**config.mk**
```make
export PLATFORM = sky130hd
export DESIGN_NAME = jtp_port
export DESIGN_NICKNAME = d
export VERILOG_FILES = /design/src/common/jtp_pkg.sv /design/src/core/jtp_port.sv
export SDC_FILE = /design/constraint.sdc
export NUM_CORES = 1
export LEC_CHECK = 0
export BUFFER_PORTS_ARGS = -buffer_cell sky130_fd_sc_hd__clkbuf_2
export CAP_MARGIN = 30
export CELL_PAD_IN_SITES_DETAIL_PLACEMENT = 0
export CELL_PAD_IN_SITES_GLOBAL_PLACEMENT = 1
export CORE_AREA = 2 2 142 144
export DETAILED_ROUTE_END_ITERATION = 8
export DIE_AREA = 0 0 144 146
export PLACE_DENSITY_LB_ADDON = 0.1
export SETUP_SLACK_MARGIN = 0.15
export SLEW_MARGIN = 30
export SYNTH_ARGS = -nofsm -noshare
export SYNTH_HDL_FRONTEND = slang
export SYNTH_SLANG_ARGS = --single-unit
```
**constraint.sdc**
```tcl
create_clock -name clk_in -period 6.68 [get_ports clk_in]
set_input_delay 1.67 -clock clk_in [delete_from_list [all_inputs] [get_ports clk_in]]
set_output_delay 1.67 -clock clk_in [all_outputs]
set_load 0.02 [all_outputs]
```
**src/common/jtp_pkg.sv**
```systemverilog
// Purpose: Shared constants and types for the analog-scan test port
// Assumes: Test clock is sampled by a 20 MHz system clock
// Notes: Instruction codes and analog codes are the port's own encodings
package jtp_pkg;

	// ************************************************************
	// Widths
	// ************************************************************
	localparam int JTP_IR_W = 3;
	localparam int JTP_ASR_W = 5;
	localparam int JTP_ID_W = 32;
	localparam int JTP_NCH = 8;

	// ************************************************************
	// Instruction codes
	// ************************************************************
	localparam logic [2:0] JTP_INS_EXTEST = 3'h0;
	localparam logic [2:0] JTP_INS_ANALOG = 3'h2;
	localparam logic [2:0] JTP_INS_SAMPLE = 3'h4;
	localparam logic [2:0] JTP_INS_IDCODE = 3'h6;
	localparam logic [2:0] JTP_INS_BYPASS = 3'h7;
	localparam logic [2:0] JTP_IR_CAPTURE = 3'h1;

	// ************************************************************
	// Analog code fields
	// ************************************************************
	localparam int JTP_ASR_EN_BIT = 4;
	localparam int JTP_ASR_TX_BIT = 3;
	localparam logic [2:0] JTP_CH_MAX = 3'h7;

	// ************************************************************
	// Identification layout (values are arbitrary)
	// ************************************************************
	localparam logic [3:0] JTP_ID_REV = 4'h1;
	localparam logic [15:0] JTP_ID_PART = 16'h0a5c;
	localparam logic [10:0] JTP_ID_MAKER = 11'h02a;
	localparam logic JTP_ID_LSB = 1'b1;

	// ************************************************************
	// TAP states, one-hot
	// ************************************************************
	typedef enum logic [15:0] {
		JTP_RESET = 16'h0001, JTP_IDLE = 16'h0002, JTP_SEL_DR = 16'h0004,
		JTP_CAP_DR = 16'h0008, JTP_SH_DR = 16'h0010, JTP_EX1_DR = 16'h0020,
		JTP_PA_DR = 16'h0040, JTP_EX2_DR = 16'h0080, JTP_UP_DR = 16'h0100,
		JTP_SEL_IR = 16'h0200, JTP_CAP_IR = 16'h0400, JTP_SH_IR = 16'h0800,
		JTP_EX1_IR = 16'h1000, JTP_PA_IR = 16'h2000, JTP_EX2_IR = 16'h4000,
		JTP_UP_IR = 16'h8000
	} jtp_state_t;

	// Analog switch routing, one bit per channel in each field
	typedef struct packed {
		logic [7:0] force_tx_tip;
		logic [7:0] sense_tx_ring;
		logic [7:0] force_rx_tip;
		logic [7:0] sense_rx_ring;
	} jtp_analog_t;

endpackage : jtp_pkg

```
**src/core/jtp_port.sv**
```systemverilog
// Purpose: Boundary-scan test port with analog port select register
// Assumes: tck_in much slower than clk_in (400 ns vs 50 ns); pins synchronised here
// Notes: Boundary chain length is a parameter; pin cells capture pin inputs, receive cells capture rx_tristate_out
// Contract
// - Five-bit analog select shift register
// - Analog instruction routes select register TDI-TDO
// - Five rising edges load a full code
// - Analog code shifts least significant first
// - Codes 11111..11000 route transmit pairs 0..7
// - Codes 10111..10000 route receive pairs 0..7
// - Identification fields revision, part, maker
// - Identification bit zero is one
// - Identification shifts least significant first
// - Single-bit passthrough from TDI to TDO
// - Three-bit instruction shift register
// - Instruction shifts least significant first
// - Code 000 selects chain, drives pins
// - Code 010 selects analog register, enables switches
// - Code 100 samples chain, normal paths kept
// - Code 110 selects identification register
// - Code 111 selects passthrough
// - TDO changes after falling test clock
// - Per-channel cell tristates receive outputs
`timescale 1ns/1ps
module jtp_port #(
	parameter int BSC_W = 24
) (
	// System
	input wire logic clk_in,
	input wire logic rst_n_in,
	// Test pins
	input wire logic tck_in,
	input wire logic tms_in,
	input wire logic tdi_in,
	output logic tdo_out,
	output logic tdo_oe_out,
	// Boundary chain pins
	input wire logic [BSC_W-1:0] pin_sample_in,
	input wire logic [BSC_W-1:0] core_drive_in,
	output logic [BSC_W-1:0] pin_drive_out,
	input wire logic [jtp_pkg::JTP_NCH-1:0] core_rx_tristate_in,
	output logic [jtp_pkg::JTP_NCH-1:0] rx_tristate_out,
	// Analog switches
	output jtp_pkg::jtp_analog_t analog_sw_out
);
	import jtp_pkg::*;

	// ************************************************************
	// Input synchronisers and test clock edges
	// ************************************************************
	logic [2:0] sync1_ff, sync2_ff;
	logic tck_d_ff;
	logic tck_rise, tck_fall;
	// Only the second stage is read, avoiding metastable decisions
	always_ff @(posedge clk_in) begin
		if (!rst_n_in) begin
			sync1_ff <= 3'h0;
			sync2_ff <= 3'h0;
			tck_d_ff <= 1'b0;
		end else begin
			sync1_ff <= {tck_in, tms_in, tdi_in};
			sync2_ff <= sync1_ff;
			tck_d_ff <= sync2_ff[2];
		end
	end
	assign tck_rise = sync2_ff[2] & ~tck_d_ff;
	assign tck_fall = ~sync2_ff[2] & tck_d_ff;
	wire tms_s = sync2_ff[1];
	wire tdi_s = sync2_ff[0];

	// Pin values are asynchronous to clk_in: two stages before capture
	logic [BSC_W-1:0] pin_meta_ff, pin_sync_ff;
	always_ff @(posedge clk_in) begin
		if (!rst_n_in) begin
			pin_meta_ff <= '0;
			pin_sync_ff <= '0;
		end else begin
			pin_meta_ff <= pin_sample_in;
			pin_sync_ff <= pin_meta_ff;
		end
	end

	// ************************************************************
	// TAP controller
	// ************************************************************
	jtp_state_t state_ff, nxt_state;
	always_comb begin
		nxt_state = state_ff;
		unique case (state_ff)
			JTP_RESET: nxt_state = tms_s ? JTP_RESET : JTP_IDLE;
			JTP_IDLE: nxt_state = tms_s ? JTP_SEL_DR : JTP_IDLE;
			JTP_SEL_DR: nxt_state = tms_s ? JTP_SEL_IR : JTP_CAP_DR;
			JTP_CAP_DR: nxt_state = tms_s ? JTP_EX1_DR : JTP_SH_DR;
			JTP_SH_DR: nxt_state = tms_s ? JTP_EX1_DR : JTP_SH_DR;
			JTP_EX1_DR: nxt_state = tms_s ? JTP_UP_DR : JTP_PA_DR;
			JTP_PA_DR: nxt_state = tms_s ? JTP_EX2_DR : JTP_PA_DR;
			JTP_EX2_DR: nxt_state = tms_s ? JTP_UP_DR : JTP_SH_DR;
			JTP_UP_DR: nxt_state = tms_s ? JTP_SEL_DR : JTP_IDLE;
			JTP_SEL_IR: nxt_state = tms_s ? JTP_RESET : JTP_CAP_IR;
			JTP_CAP_IR: nxt_state = tms_s ? JTP_EX1_IR : JTP_SH_IR;
			JTP_SH_IR: nxt_state = tms_s ? JTP_EX1_IR : JTP_SH_IR;
			JTP_EX1_IR: nxt_state = tms_s ? JTP_UP_IR : JTP_PA_IR;
			JTP_PA_IR: nxt_state = tms_s ? JTP_EX2_IR : JTP_PA_IR;
			JTP_EX2_IR: nxt_state = tms_s ? JTP_UP_IR : JTP_SH_IR;
			JTP_UP_IR: nxt_state = tms_s ? JTP_SEL_DR : JTP_IDLE;
			default: nxt_state = JTP_RESET;
		endcase
	end
	always_ff @(posedge clk_in) begin
		if (!rst_n_in) begin
			state_ff <= JTP_RESET;
		end else if (tck_rise) begin
			state_ff <= nxt_state;
		end
	end

	// ************************************************************
	// Instruction register and decode
	// ************************************************************
	logic [JTP_IR_W-1:0] ir_sh_ff, test_instruction_ff;
	always_ff @(posedge clk_in) begin
		if (!rst_n_in) begin
			ir_sh_ff <= '0;
			test_instruction_ff <= JTP_INS_IDCODE;
		end else if (state_ff == JTP_RESET) begin
			test_instruction_ff <= JTP_INS_IDCODE;
		end else if (tck_rise) begin
			if (state_ff == JTP_CAP_IR)
				ir_sh_ff <= JTP_IR_CAPTURE;
			else if (state_ff == JTP_SH_IR)
				ir_sh_ff <= {tdi_s, ir_sh_ff[JTP_IR_W-1:1]};
		end else if (tck_fall && state_ff == JTP_UP_IR) begin
			test_instruction_ff <= ir_sh_ff;
		end
	end
	wire sel_bsc = (test_instruction_ff == JTP_INS_EXTEST) ||
		(test_instruction_ff == JTP_INS_SAMPLE);
	wire sel_asr = (test_instruction_ff == JTP_INS_ANALOG);
	wire sel_id = (test_instruction_ff == JTP_INS_IDCODE);
	wire sel_byp = !(sel_bsc || sel_asr || sel_id);
	wire extest = (test_instruction_ff == JTP_INS_EXTEST);

	// ************************************************************
	// Data registers: shift on rising test clock
	// ************************************************************
	localparam logic [JTP_ID_W-1:0] ID_VALUE = {JTP_ID_REV, JTP_ID_PART,
		JTP_ID_MAKER, JTP_ID_LSB};
	logic [JTP_ASR_W-1:0] asr_sh_ff, analog_port_select_ff;
	logic [JTP_ID_W-1:0] id_sh_ff;
	logic single_bit_passthrough_ff;
	logic [BSC_W+JTP_NCH-1:0] bsc_sh_ff, bsc_upd_ff;
	wire dr_rise = tck_rise && (state_ff == JTP_SH_DR);
	wire cap_rise = tck_rise && (state_ff == JTP_CAP_DR);
	always_ff @(posedge clk_in) begin
		if (!rst_n_in) begin
			asr_sh_ff <= '0;
			id_sh_ff <= '0;
			single_bit_passthrough_ff <= 1'b0;
			bsc_sh_ff <= '0;
		end else if (cap_rise) begin
			id_sh_ff <= ID_VALUE;
			single_bit_passthrough_ff <= 1'b0;
			asr_sh_ff <= analog_port_select_ff;
			bsc_sh_ff <= {rx_tristate_out, pin_sync_ff};
		end else if (dr_rise) begin
			if (sel_asr)
				asr_sh_ff <= {tdi_s, asr_sh_ff[JTP_ASR_W-1:1]};
			if (sel_id)
				id_sh_ff <= {tdi_s, id_sh_ff[JTP_ID_W-1:1]};
			if (sel_byp)
				single_bit_passthrough_ff <= tdi_s;
			if (sel_bsc)
				bsc_sh_ff <= {tdi_s, bsc_sh_ff[BSC_W+JTP_NCH-1:1]};
		end
	end

	// Update stage: change only on update or in TAP reset (cleared) so pins do not ripple while shifting
	always_ff @(posedge clk_in) begin
		if (!rst_n_in || state_ff == JTP_RESET) begin
			analog_port_select_ff <= '0;
			bsc_upd_ff <= '0;
		end else if (tck_fall && state_ff == JTP_UP_DR) begin
			if (sel_asr)
				analog_port_select_ff <= asr_sh_ff;
			if (sel_bsc)
				bsc_upd_ff <= bsc_sh_ff;
		end
	end

	// ************************************************************
	// Pin muxing
	// ************************************************************
	always_ff @(posedge clk_in) begin
		if (!rst_n_in) begin
			pin_drive_out <= '0;
			rx_tristate_out <= '0;
		end else if (extest) begin
			pin_drive_out <= bsc_upd_ff[BSC_W-1:0];
			rx_tristate_out <= bsc_upd_ff[BSC_W+JTP_NCH-1:BSC_W];
		end else begin
			pin_drive_out <= core_drive_in;
			rx_tristate_out <= core_rx_tristate_in;
		end
	end

	// Channel index is inverted: code low bits 111 mean channel 0
	logic [2:0] ch;
	assign ch = JTP_CH_MAX - analog_port_select_ff[2:0];
	// Registered so switches never glitch while the code settles
	always_ff @(posedge clk_in) begin
		if (!rst_n_in) begin
			analog_sw_out <= '0;
		end else begin
			analog_sw_out <= '0;
			if (sel_asr && analog_port_select_ff[JTP_ASR_EN_BIT]) begin
				if (analog_port_select_ff[JTP_ASR_TX_BIT]) begin
					analog_sw_out.force_tx_tip[ch] <= 1'b1;
					analog_sw_out.sense_tx_ring[ch] <= 1'b1;
				end else begin
					analog_sw_out.force_rx_tip[ch] <= 1'b1;
					analog_sw_out.sense_rx_ring[ch] <= 1'b1;
				end
			end
		end
	end

	// ************************************************************
	// Test data output, falling test clock
	// ************************************************************
	logic tdo_bit;
	always_comb begin
		tdo_bit = single_bit_passthrough_ff;
		if (state_ff == JTP_SH_IR)
			tdo_bit = ir_sh_ff[0];
		else if (sel_asr)
			tdo_bit = asr_sh_ff[0];
		else if (sel_id)
			tdo_bit = id_sh_ff[0];
		else if (sel_bsc)
			tdo_bit = bsc_sh_ff[0];
	end
	always_ff @(posedge clk_in) begin
		if (!rst_n_in) begin
			tdo_out <= 1'b0;
			tdo_oe_out <= 1'b0;
		end else if (tck_fall) begin
			tdo_out <= tdo_bit;
			tdo_oe_out <= (state_ff == JTP_SH_DR) || (state_ff == JTP_SH_IR);
		end
	end

	// ************************************************************
	// Checks
	// ************************************************************
	tdo_fall_a: assert property (@(posedge clk_in) disable iff (!rst_n_in)
		!tck_fall |=> $stable(tdo_out)) else $error("tdo moved off falling edge");
	asr_shift_a: assert property (@(posedge clk_in) disable iff (!rst_n_in)
		dr_rise && sel_asr |=> asr_sh_ff[JTP_ASR_W-1] == $past(tdi_s))
		else $error("analog shift wrong");
	asr_off_a: assert property (@(posedge clk_in) disable iff (!rst_n_in)
		!analog_port_select_ff[JTP_ASR_EN_BIT] |=> analog_sw_out == '0)
		else $error("switch closed with top bit clear");
	asr_tx0_a: assert property (@(posedge clk_in) disable iff (!rst_n_in)
		sel_asr && analog_port_select_ff == 5'h1f |=> analog_sw_out.force_tx_tip[0]
		&& analog_sw_out.sense_tx_ring[0]) else $error("code 11111 routing");
	asr_rx7_a: assert property (@(posedge clk_in) disable iff (!rst_n_in)
		sel_asr && analog_port_select_ff == 5'h10 |=> analog_sw_out.force_rx_tip[7]
		&& analog_sw_out.sense_rx_ring[7]) else $error("code 10000 routing");
	id_cap_a: assert property (@(posedge clk_in) disable iff (!rst_n_in)
		cap_rise |=> id_sh_ff == ID_VALUE && id_sh_ff[0]) else $error("id capture");
	byp_path_a: assert property (@(posedge clk_in) disable iff (!rst_n_in)
		dr_rise && sel_byp |=> single_bit_passthrough_ff == $past(tdi_s))
		else $error("bypass path");
	ir_decode_a: assert property (@(posedge clk_in) disable iff (!rst_n_in)
		dr_rise && test_instruction_ff inside {3'h1, 3'h3, 3'h5}
		|=> single_bit_passthrough_ff == $past(tdi_s))
		else $error("unlisted code not bypass");
	ir_update_a: assert property (@(posedge clk_in) disable iff (!rst_n_in)
		tck_fall && state_ff == JTP_UP_IR |=> test_instruction_ff == $past(ir_sh_ff))
		else $error("instruction update");
	ir_reset_a: assert property (@(posedge clk_in) disable iff (!rst_n_in)
		state_ff == JTP_RESET |=> test_instruction_ff == JTP_INS_IDCODE)
		else $error("reset instruction");
	asr_update_a: assert property (@(posedge clk_in) disable iff (!rst_n_in)
		tck_fall && state_ff == JTP_UP_DR && sel_asr
		|=> analog_port_select_ff == $past(asr_sh_ff))
		else $error("analog update");
	id_shift_a: assert property (@(posedge clk_in) disable iff (!rst_n_in)
		dr_rise && sel_id |=> id_sh_ff[JTP_ID_W-1] == $past(tdi_s))
		else $error("id shift");
	sw_pair_a: assert property (@(posedge clk_in) disable iff (!rst_n_in)
		$countones(analog_sw_out) inside {0, 2})
		else $error("more than one pair closed");
	rx_extest_a: assert property (@(posedge clk_in) disable iff (!rst_n_in)
		extest |=> rx_tristate_out == $past(bsc_upd_ff[BSC_W+JTP_NCH-1:BSC_W]))
		else $error("receive tristate cells");
	pin_sample_a: assert property (@(posedge clk_in) disable iff (!rst_n_in)
		!extest |=> pin_drive_out == $past(core_drive_in))
		else $error("normal path lost");
	bsc_update_a: assert property (@(posedge clk_in) disable iff (!rst_n_in)
		tck_fall && state_ff == JTP_UP_DR && sel_bsc |=> bsc_upd_ff == $past(bsc_sh_ff))
		else $error("chain update");
	tdo_oe_a: assert property (@(posedge clk_in) disable iff (!rst_n_in)
		tck_fall && state_ff != JTP_SH_DR && state_ff != JTP_SH_IR |=> !tdo_oe_out)
		else $error("tdo driven outside shift");

	// Per-channel routing: one check for every line pair
	for (genvar g = 0; g < JTP_NCH; g++) begin : g_asr_chk
		localparam logic [2:0] LOW = JTP_CH_MAX - 3'(g);
		asr_tx_a: assert property (@(posedge clk_in) disable iff (!rst_n_in)
			sel_asr && analog_port_select_ff == {1'b1, 1'b1, LOW}
			|=> analog_sw_out.force_tx_tip[g] && analog_sw_out.sense_tx_ring[g])
			else $error("transmit pair routing");
		asr_rx_a: assert property (@(posedge clk_in) disable iff (!rst_n_in)
			sel_asr && analog_port_select_ff == {1'b1, 1'b0, LOW}
			|=> analog_sw_out.force_rx_tip[g] && analog_sw_out.sense_rx_ring[g])
			else $error("receive pair routing");
	end

	// Main scenarios seen
	ir_shift_a: assert property (@(posedge clk_in) disable iff (!rst_n_in)
		tck_rise && state_ff == JTP_SH_IR |=> ir_sh_ff[JTP_IR_W-1] == $past(tdi_s))
		else $error("ir shift");
	pin_extest_a: assert property (@(posedge clk_in) disable iff (!rst_n_in)
		extest |=> pin_drive_out == $past(bsc_upd_ff[BSC_W-1:0]))
		else $error("extest drive");
	analog_cov: cover property (@(posedge clk_in) sel_asr && analog_port_select_ff[4]);
	id_cov: cover property (@(posedge clk_in) dr_rise && sel_id);
	extest_cov: cover property (@(posedge clk_in) extest && tck_fall && state_ff == JTP_UP_DR);
	bypass_cov: cover property (@(posedge clk_in) dr_rise && sel_byp);
	ir_cov: cover property (@(posedge clk_in) tck_fall && state_ff == JTP_UP_IR);

endmodule : jtp_port

```
==> results by group <==
Clock network
  • Num CTS Buffers: 25
  • Post-CTS setup buffer count: 0
  • CTS root buffer: clkbuf_16
  • Worst-skew pair later-pin latency: 520 ps
  • Post-CTS resize count: 0
  • CTS max path bufs: 3
  • Sink Count: 234
  • Reg clk slew, reported paths: 60 ps
  • Hold_buf cts: 0
  • Htree depth: 1
  • CTS tree: done

Placed design
  • Detail Placement HPWL: 13.1 mm
  • RePlAce Congestion: 0.817
  • PortBufs: 126
  • Placed insts: 1338

Critical path
  • Critical Path Most Common Cell: nand2_1
  • Critical R2R Launch: state_ff[1]
  • Crit path kind: register to register
  • Type of origin of the critical path: register
  • Slowest stage delay, CP: 1090 ps
  • Critical path arrival: 3330 ps
  • R2r endpoint: bsc_sh_ff[2]
  • Crit end category: register
  • Flop2flop setup slack: 3730 ps
  • Slowest CP cell: or4_2
  • Crit path cell chain: nor4_1 > nand2_1 > or4_2 > nand2_1 > a31oi_1
  • Cell family with most CP delay: simple AND/OR/NAND/NOR gates
  • Critical path depth: 5
  • Worst path buffer plus inverter count: 0
  • R2R depth: 5
  • Crit-path max FO: 32
  • Worst EP required: 7060 ps

STA
  • Final count of pins violating max slew: 0
  • Finish-stage setup viols: 0
  • Max Clk Rate: 339 MHz
  • Final setup skew: 16.7 ps
  • Fin crit share: 44.1%
  • Setup TNS: 0 ps
  • RSZ-0062 raised after global routing: false
  • Hold WS: 432 ps
  • Final hold vios: 0
  • Slew @ Worst Pin: 758 ps
  • Rel. slew slack: 49.4%
  • Final Critical Period: 2950 ps

Die
  • Die Ht: 146 um
  • Die area: 21000 um^2
  • Initial core utilization: 45.6%
  • Core area: 19300 um^2
  • Row count: 51
  • Io pins: 127
  • Chip width: 144 um

Synth
  • Main area contributors after synthesis: dfxtp_1, nand2_1, a21oi_1, and2_1, o21ai_0
  • Post-synth EDFFs: 0
  • Mapped cell area: 8820 um^2
  • Count leader, synth: nand2_1
  • Synth cell count leaders: nand2_1, dfxtp_1, a21oi_1
  • Register bit total from synthesis: 234
  • Post-synthesis cell count: 1030
  • Unique masters post-synth: 49
  • Top FF cell, synth: dfxtp_1
  • Mapped Nets: 1091
  • Top cell type's share of synthesized area: 53.1%
  • Ys Warns: 0
  • Cell taking the most area after synthesis: dfxtp_1
  • Sequential area share after synthesis: 53.1%
  • Avg Cell Area, Syn: 8.57 um^2
  • FFs w/ async S/R, synth: 0%

Route
  • Routed Antenna Nets: 0
  • Via count: 6832
  • DR iter-0 viols: 345
  • Drt first pass iters: 5
  • Detailed-route wire length per cell: 14.5 um
  • # DRC: 0
  • Routed WL: 20.0 mm
  • Vias per cell: 4.95

Global routing
  • All-layer global routing usage: 19.2%
  • Largest net degree at the start of global routing: 62
  • Vias in the first global route: 6475
  • Grt ovf: 0
  • First-pass GRT wire length: 33.4 mm
  • Antenna violations before repair: 0

Layout
  • Non-Filler Instances: 1380
  • FILL cells: 1900
  • # nets final: 1161
  • Area of the multi-input gates: 3680 um^2
  • Area delta synth->final: 16.4%
  • Diode count: 0
  • Layout cells sized above 1: 19.0%
  • Register area: 4680 um^2

Min path
  • Hold Crit Endpoint: sync2_ff[1]
  • Min-delay src: sync1_ff[1]
  • Hold Crit Depth: 1
  • Hold Crit Class: register to register

Power
  • P per Cell Area: 288 nW/um^2
  • Peak supply drop: 0.173 mV
  • Pleak: 3.97 nW

Flow run
  • Max-Cap Viols: 0

Outcome
  • Status: finished clean
## per-layer routing
layer  track usage [%]  vias up  wire length, um
met5                 0        -                0
met4              4.41        0              303
met3              2.90       29             1010
met2              27.6      175             7980
met1              30.1     3047            10700
li1                  -     3581                -
## layout make-up
| class | instances | area share [%] |
|---|---|---|
| Timing Repair Buffer | 138 | 7.02 |
| Clock buffer | 33 | 6.77 |
| Clock inverter | 9 | 1.45 |
| Sequential cell | 234 | 45.6 |
| Inverter | 3 | 0.110 |
| Multi-Input combinational cell | 698 | 35.8 |
| Tap cell | 265 | 3.23 |
## state kept, by name, indices dropped and copies added, names as in the netlist, 3 cells and up
register	cells
state_ff	16
analog_sw_out	16
test_instruction_ff	3
ir_sh_ff	3
asr_sh_ff	5
pin_drive_out	24
bsc_sh_ff	32
analog_port_select_ff	5
id_sh_ff	32
pin_meta_ff	24
pin_sync_ff	24
bsc_upd_ff	32
rx_tristate_out	8
sync2_ff	3
sync1_ff	3
## logic make-up after synthesis
logic type	share of synthesized area (%)
AND/OR/NAND/NOR	25.9
multiplexers	1.70
flip-flops	53.1
AO/OA/AOI/OAI	13.1
buffers and inverters	5.52
XOR/XNOR	0.695
## cell usage in the layout, fill, tap and decap left out, types with 3 or more instances in the layout
| master | n |
|---|---|
| dfxtp_1 | 234 |
| nor2_1 | 49 |
| o211ai_1 | 3 |
| nand3_1 | 13 |
| nand2_1 | 263 |
| and2_1 | 57 |
| clkbuf_16 | 25 |
| buf_4 | 12 |
| or4_1 | 3 |
| nor2b_1 | 6 |
| nor4_4 | 6 |
| a21oi_2 | 17 |
| a31oi_1 | 34 |
| clkbuf_8 | 4 |
| nor3b_1 | 5 |
| a211oi_1 | 3 |
| nand2b_1 | 5 |
| nand4b_1 | 4 |
| or3_1 | 5 |
| bufinv_16 | 4 |
| clkbuf_2 | 126 |
| xor2_1 | 5 |
| a21oi_1 | 85 |
| clkinv_2 | 4 |
| clkbuf_1 | 4 |
| nor3_1 | 36 |
| o21ai_0 | 45 |
| mux2i_1 | 15 |
| nand4_1 | 5 |
| a211o_1 | 3 |
## report_power, final
group	total [mW]	switching, mW	internal [mW]
clock	1.42	0.540	0.880
combinational	0.105	0.0646	0.0401
sequential	1.43	0.0101	1.42
total	2.96	0.614	2.34
## metrics by stage
stage | utilization [%] | total power [mW] | instance area [um^2] | setup slack, ps
5_1_grt | 53.1 | 3.06 | 10300 | 3540
6_report | 53.1 | 2.96 | 10300 | 3730
3_3_place_gp | 48.7 | 1.57 | 9420 | 3390
2_1_floorplan | - | 1.52 | 8820 | 4100
4_1_cts | 53.1 | 2.99 | 10300 | 3810
3_5_place_dp | 48.8 | 1.57 | 9430 | 3350
## worst register-to-register path: cells and delay by family (launching register included)
family,cells,cell delay [ps]
DFF,1,380
and+or+nand+nor,4,2350
AOI/OAI and AO/OA,1,90
## worst max-delay path by stage
stage | endpoint | slack (ps) | startpoint
6_report | bsc_sh_ff[2] | 3730 | state_ff[1]
5_1_grt | id_sh_ff[14] | 3540 | state_ff[1]
4_1_cts | bsc_sh_ff[31] | 3810 | state_ff[1]
3_5_place_dp | analog_sw_out[7] | 3350 | rst_n_in
3_3_place_gp | analog_sw_out[7] | 3390 | rst_n_in
2_1_floorplan | id_sh_ff[0] | 4100 | rst_n_in
Power figures use the tool's default switching activity.
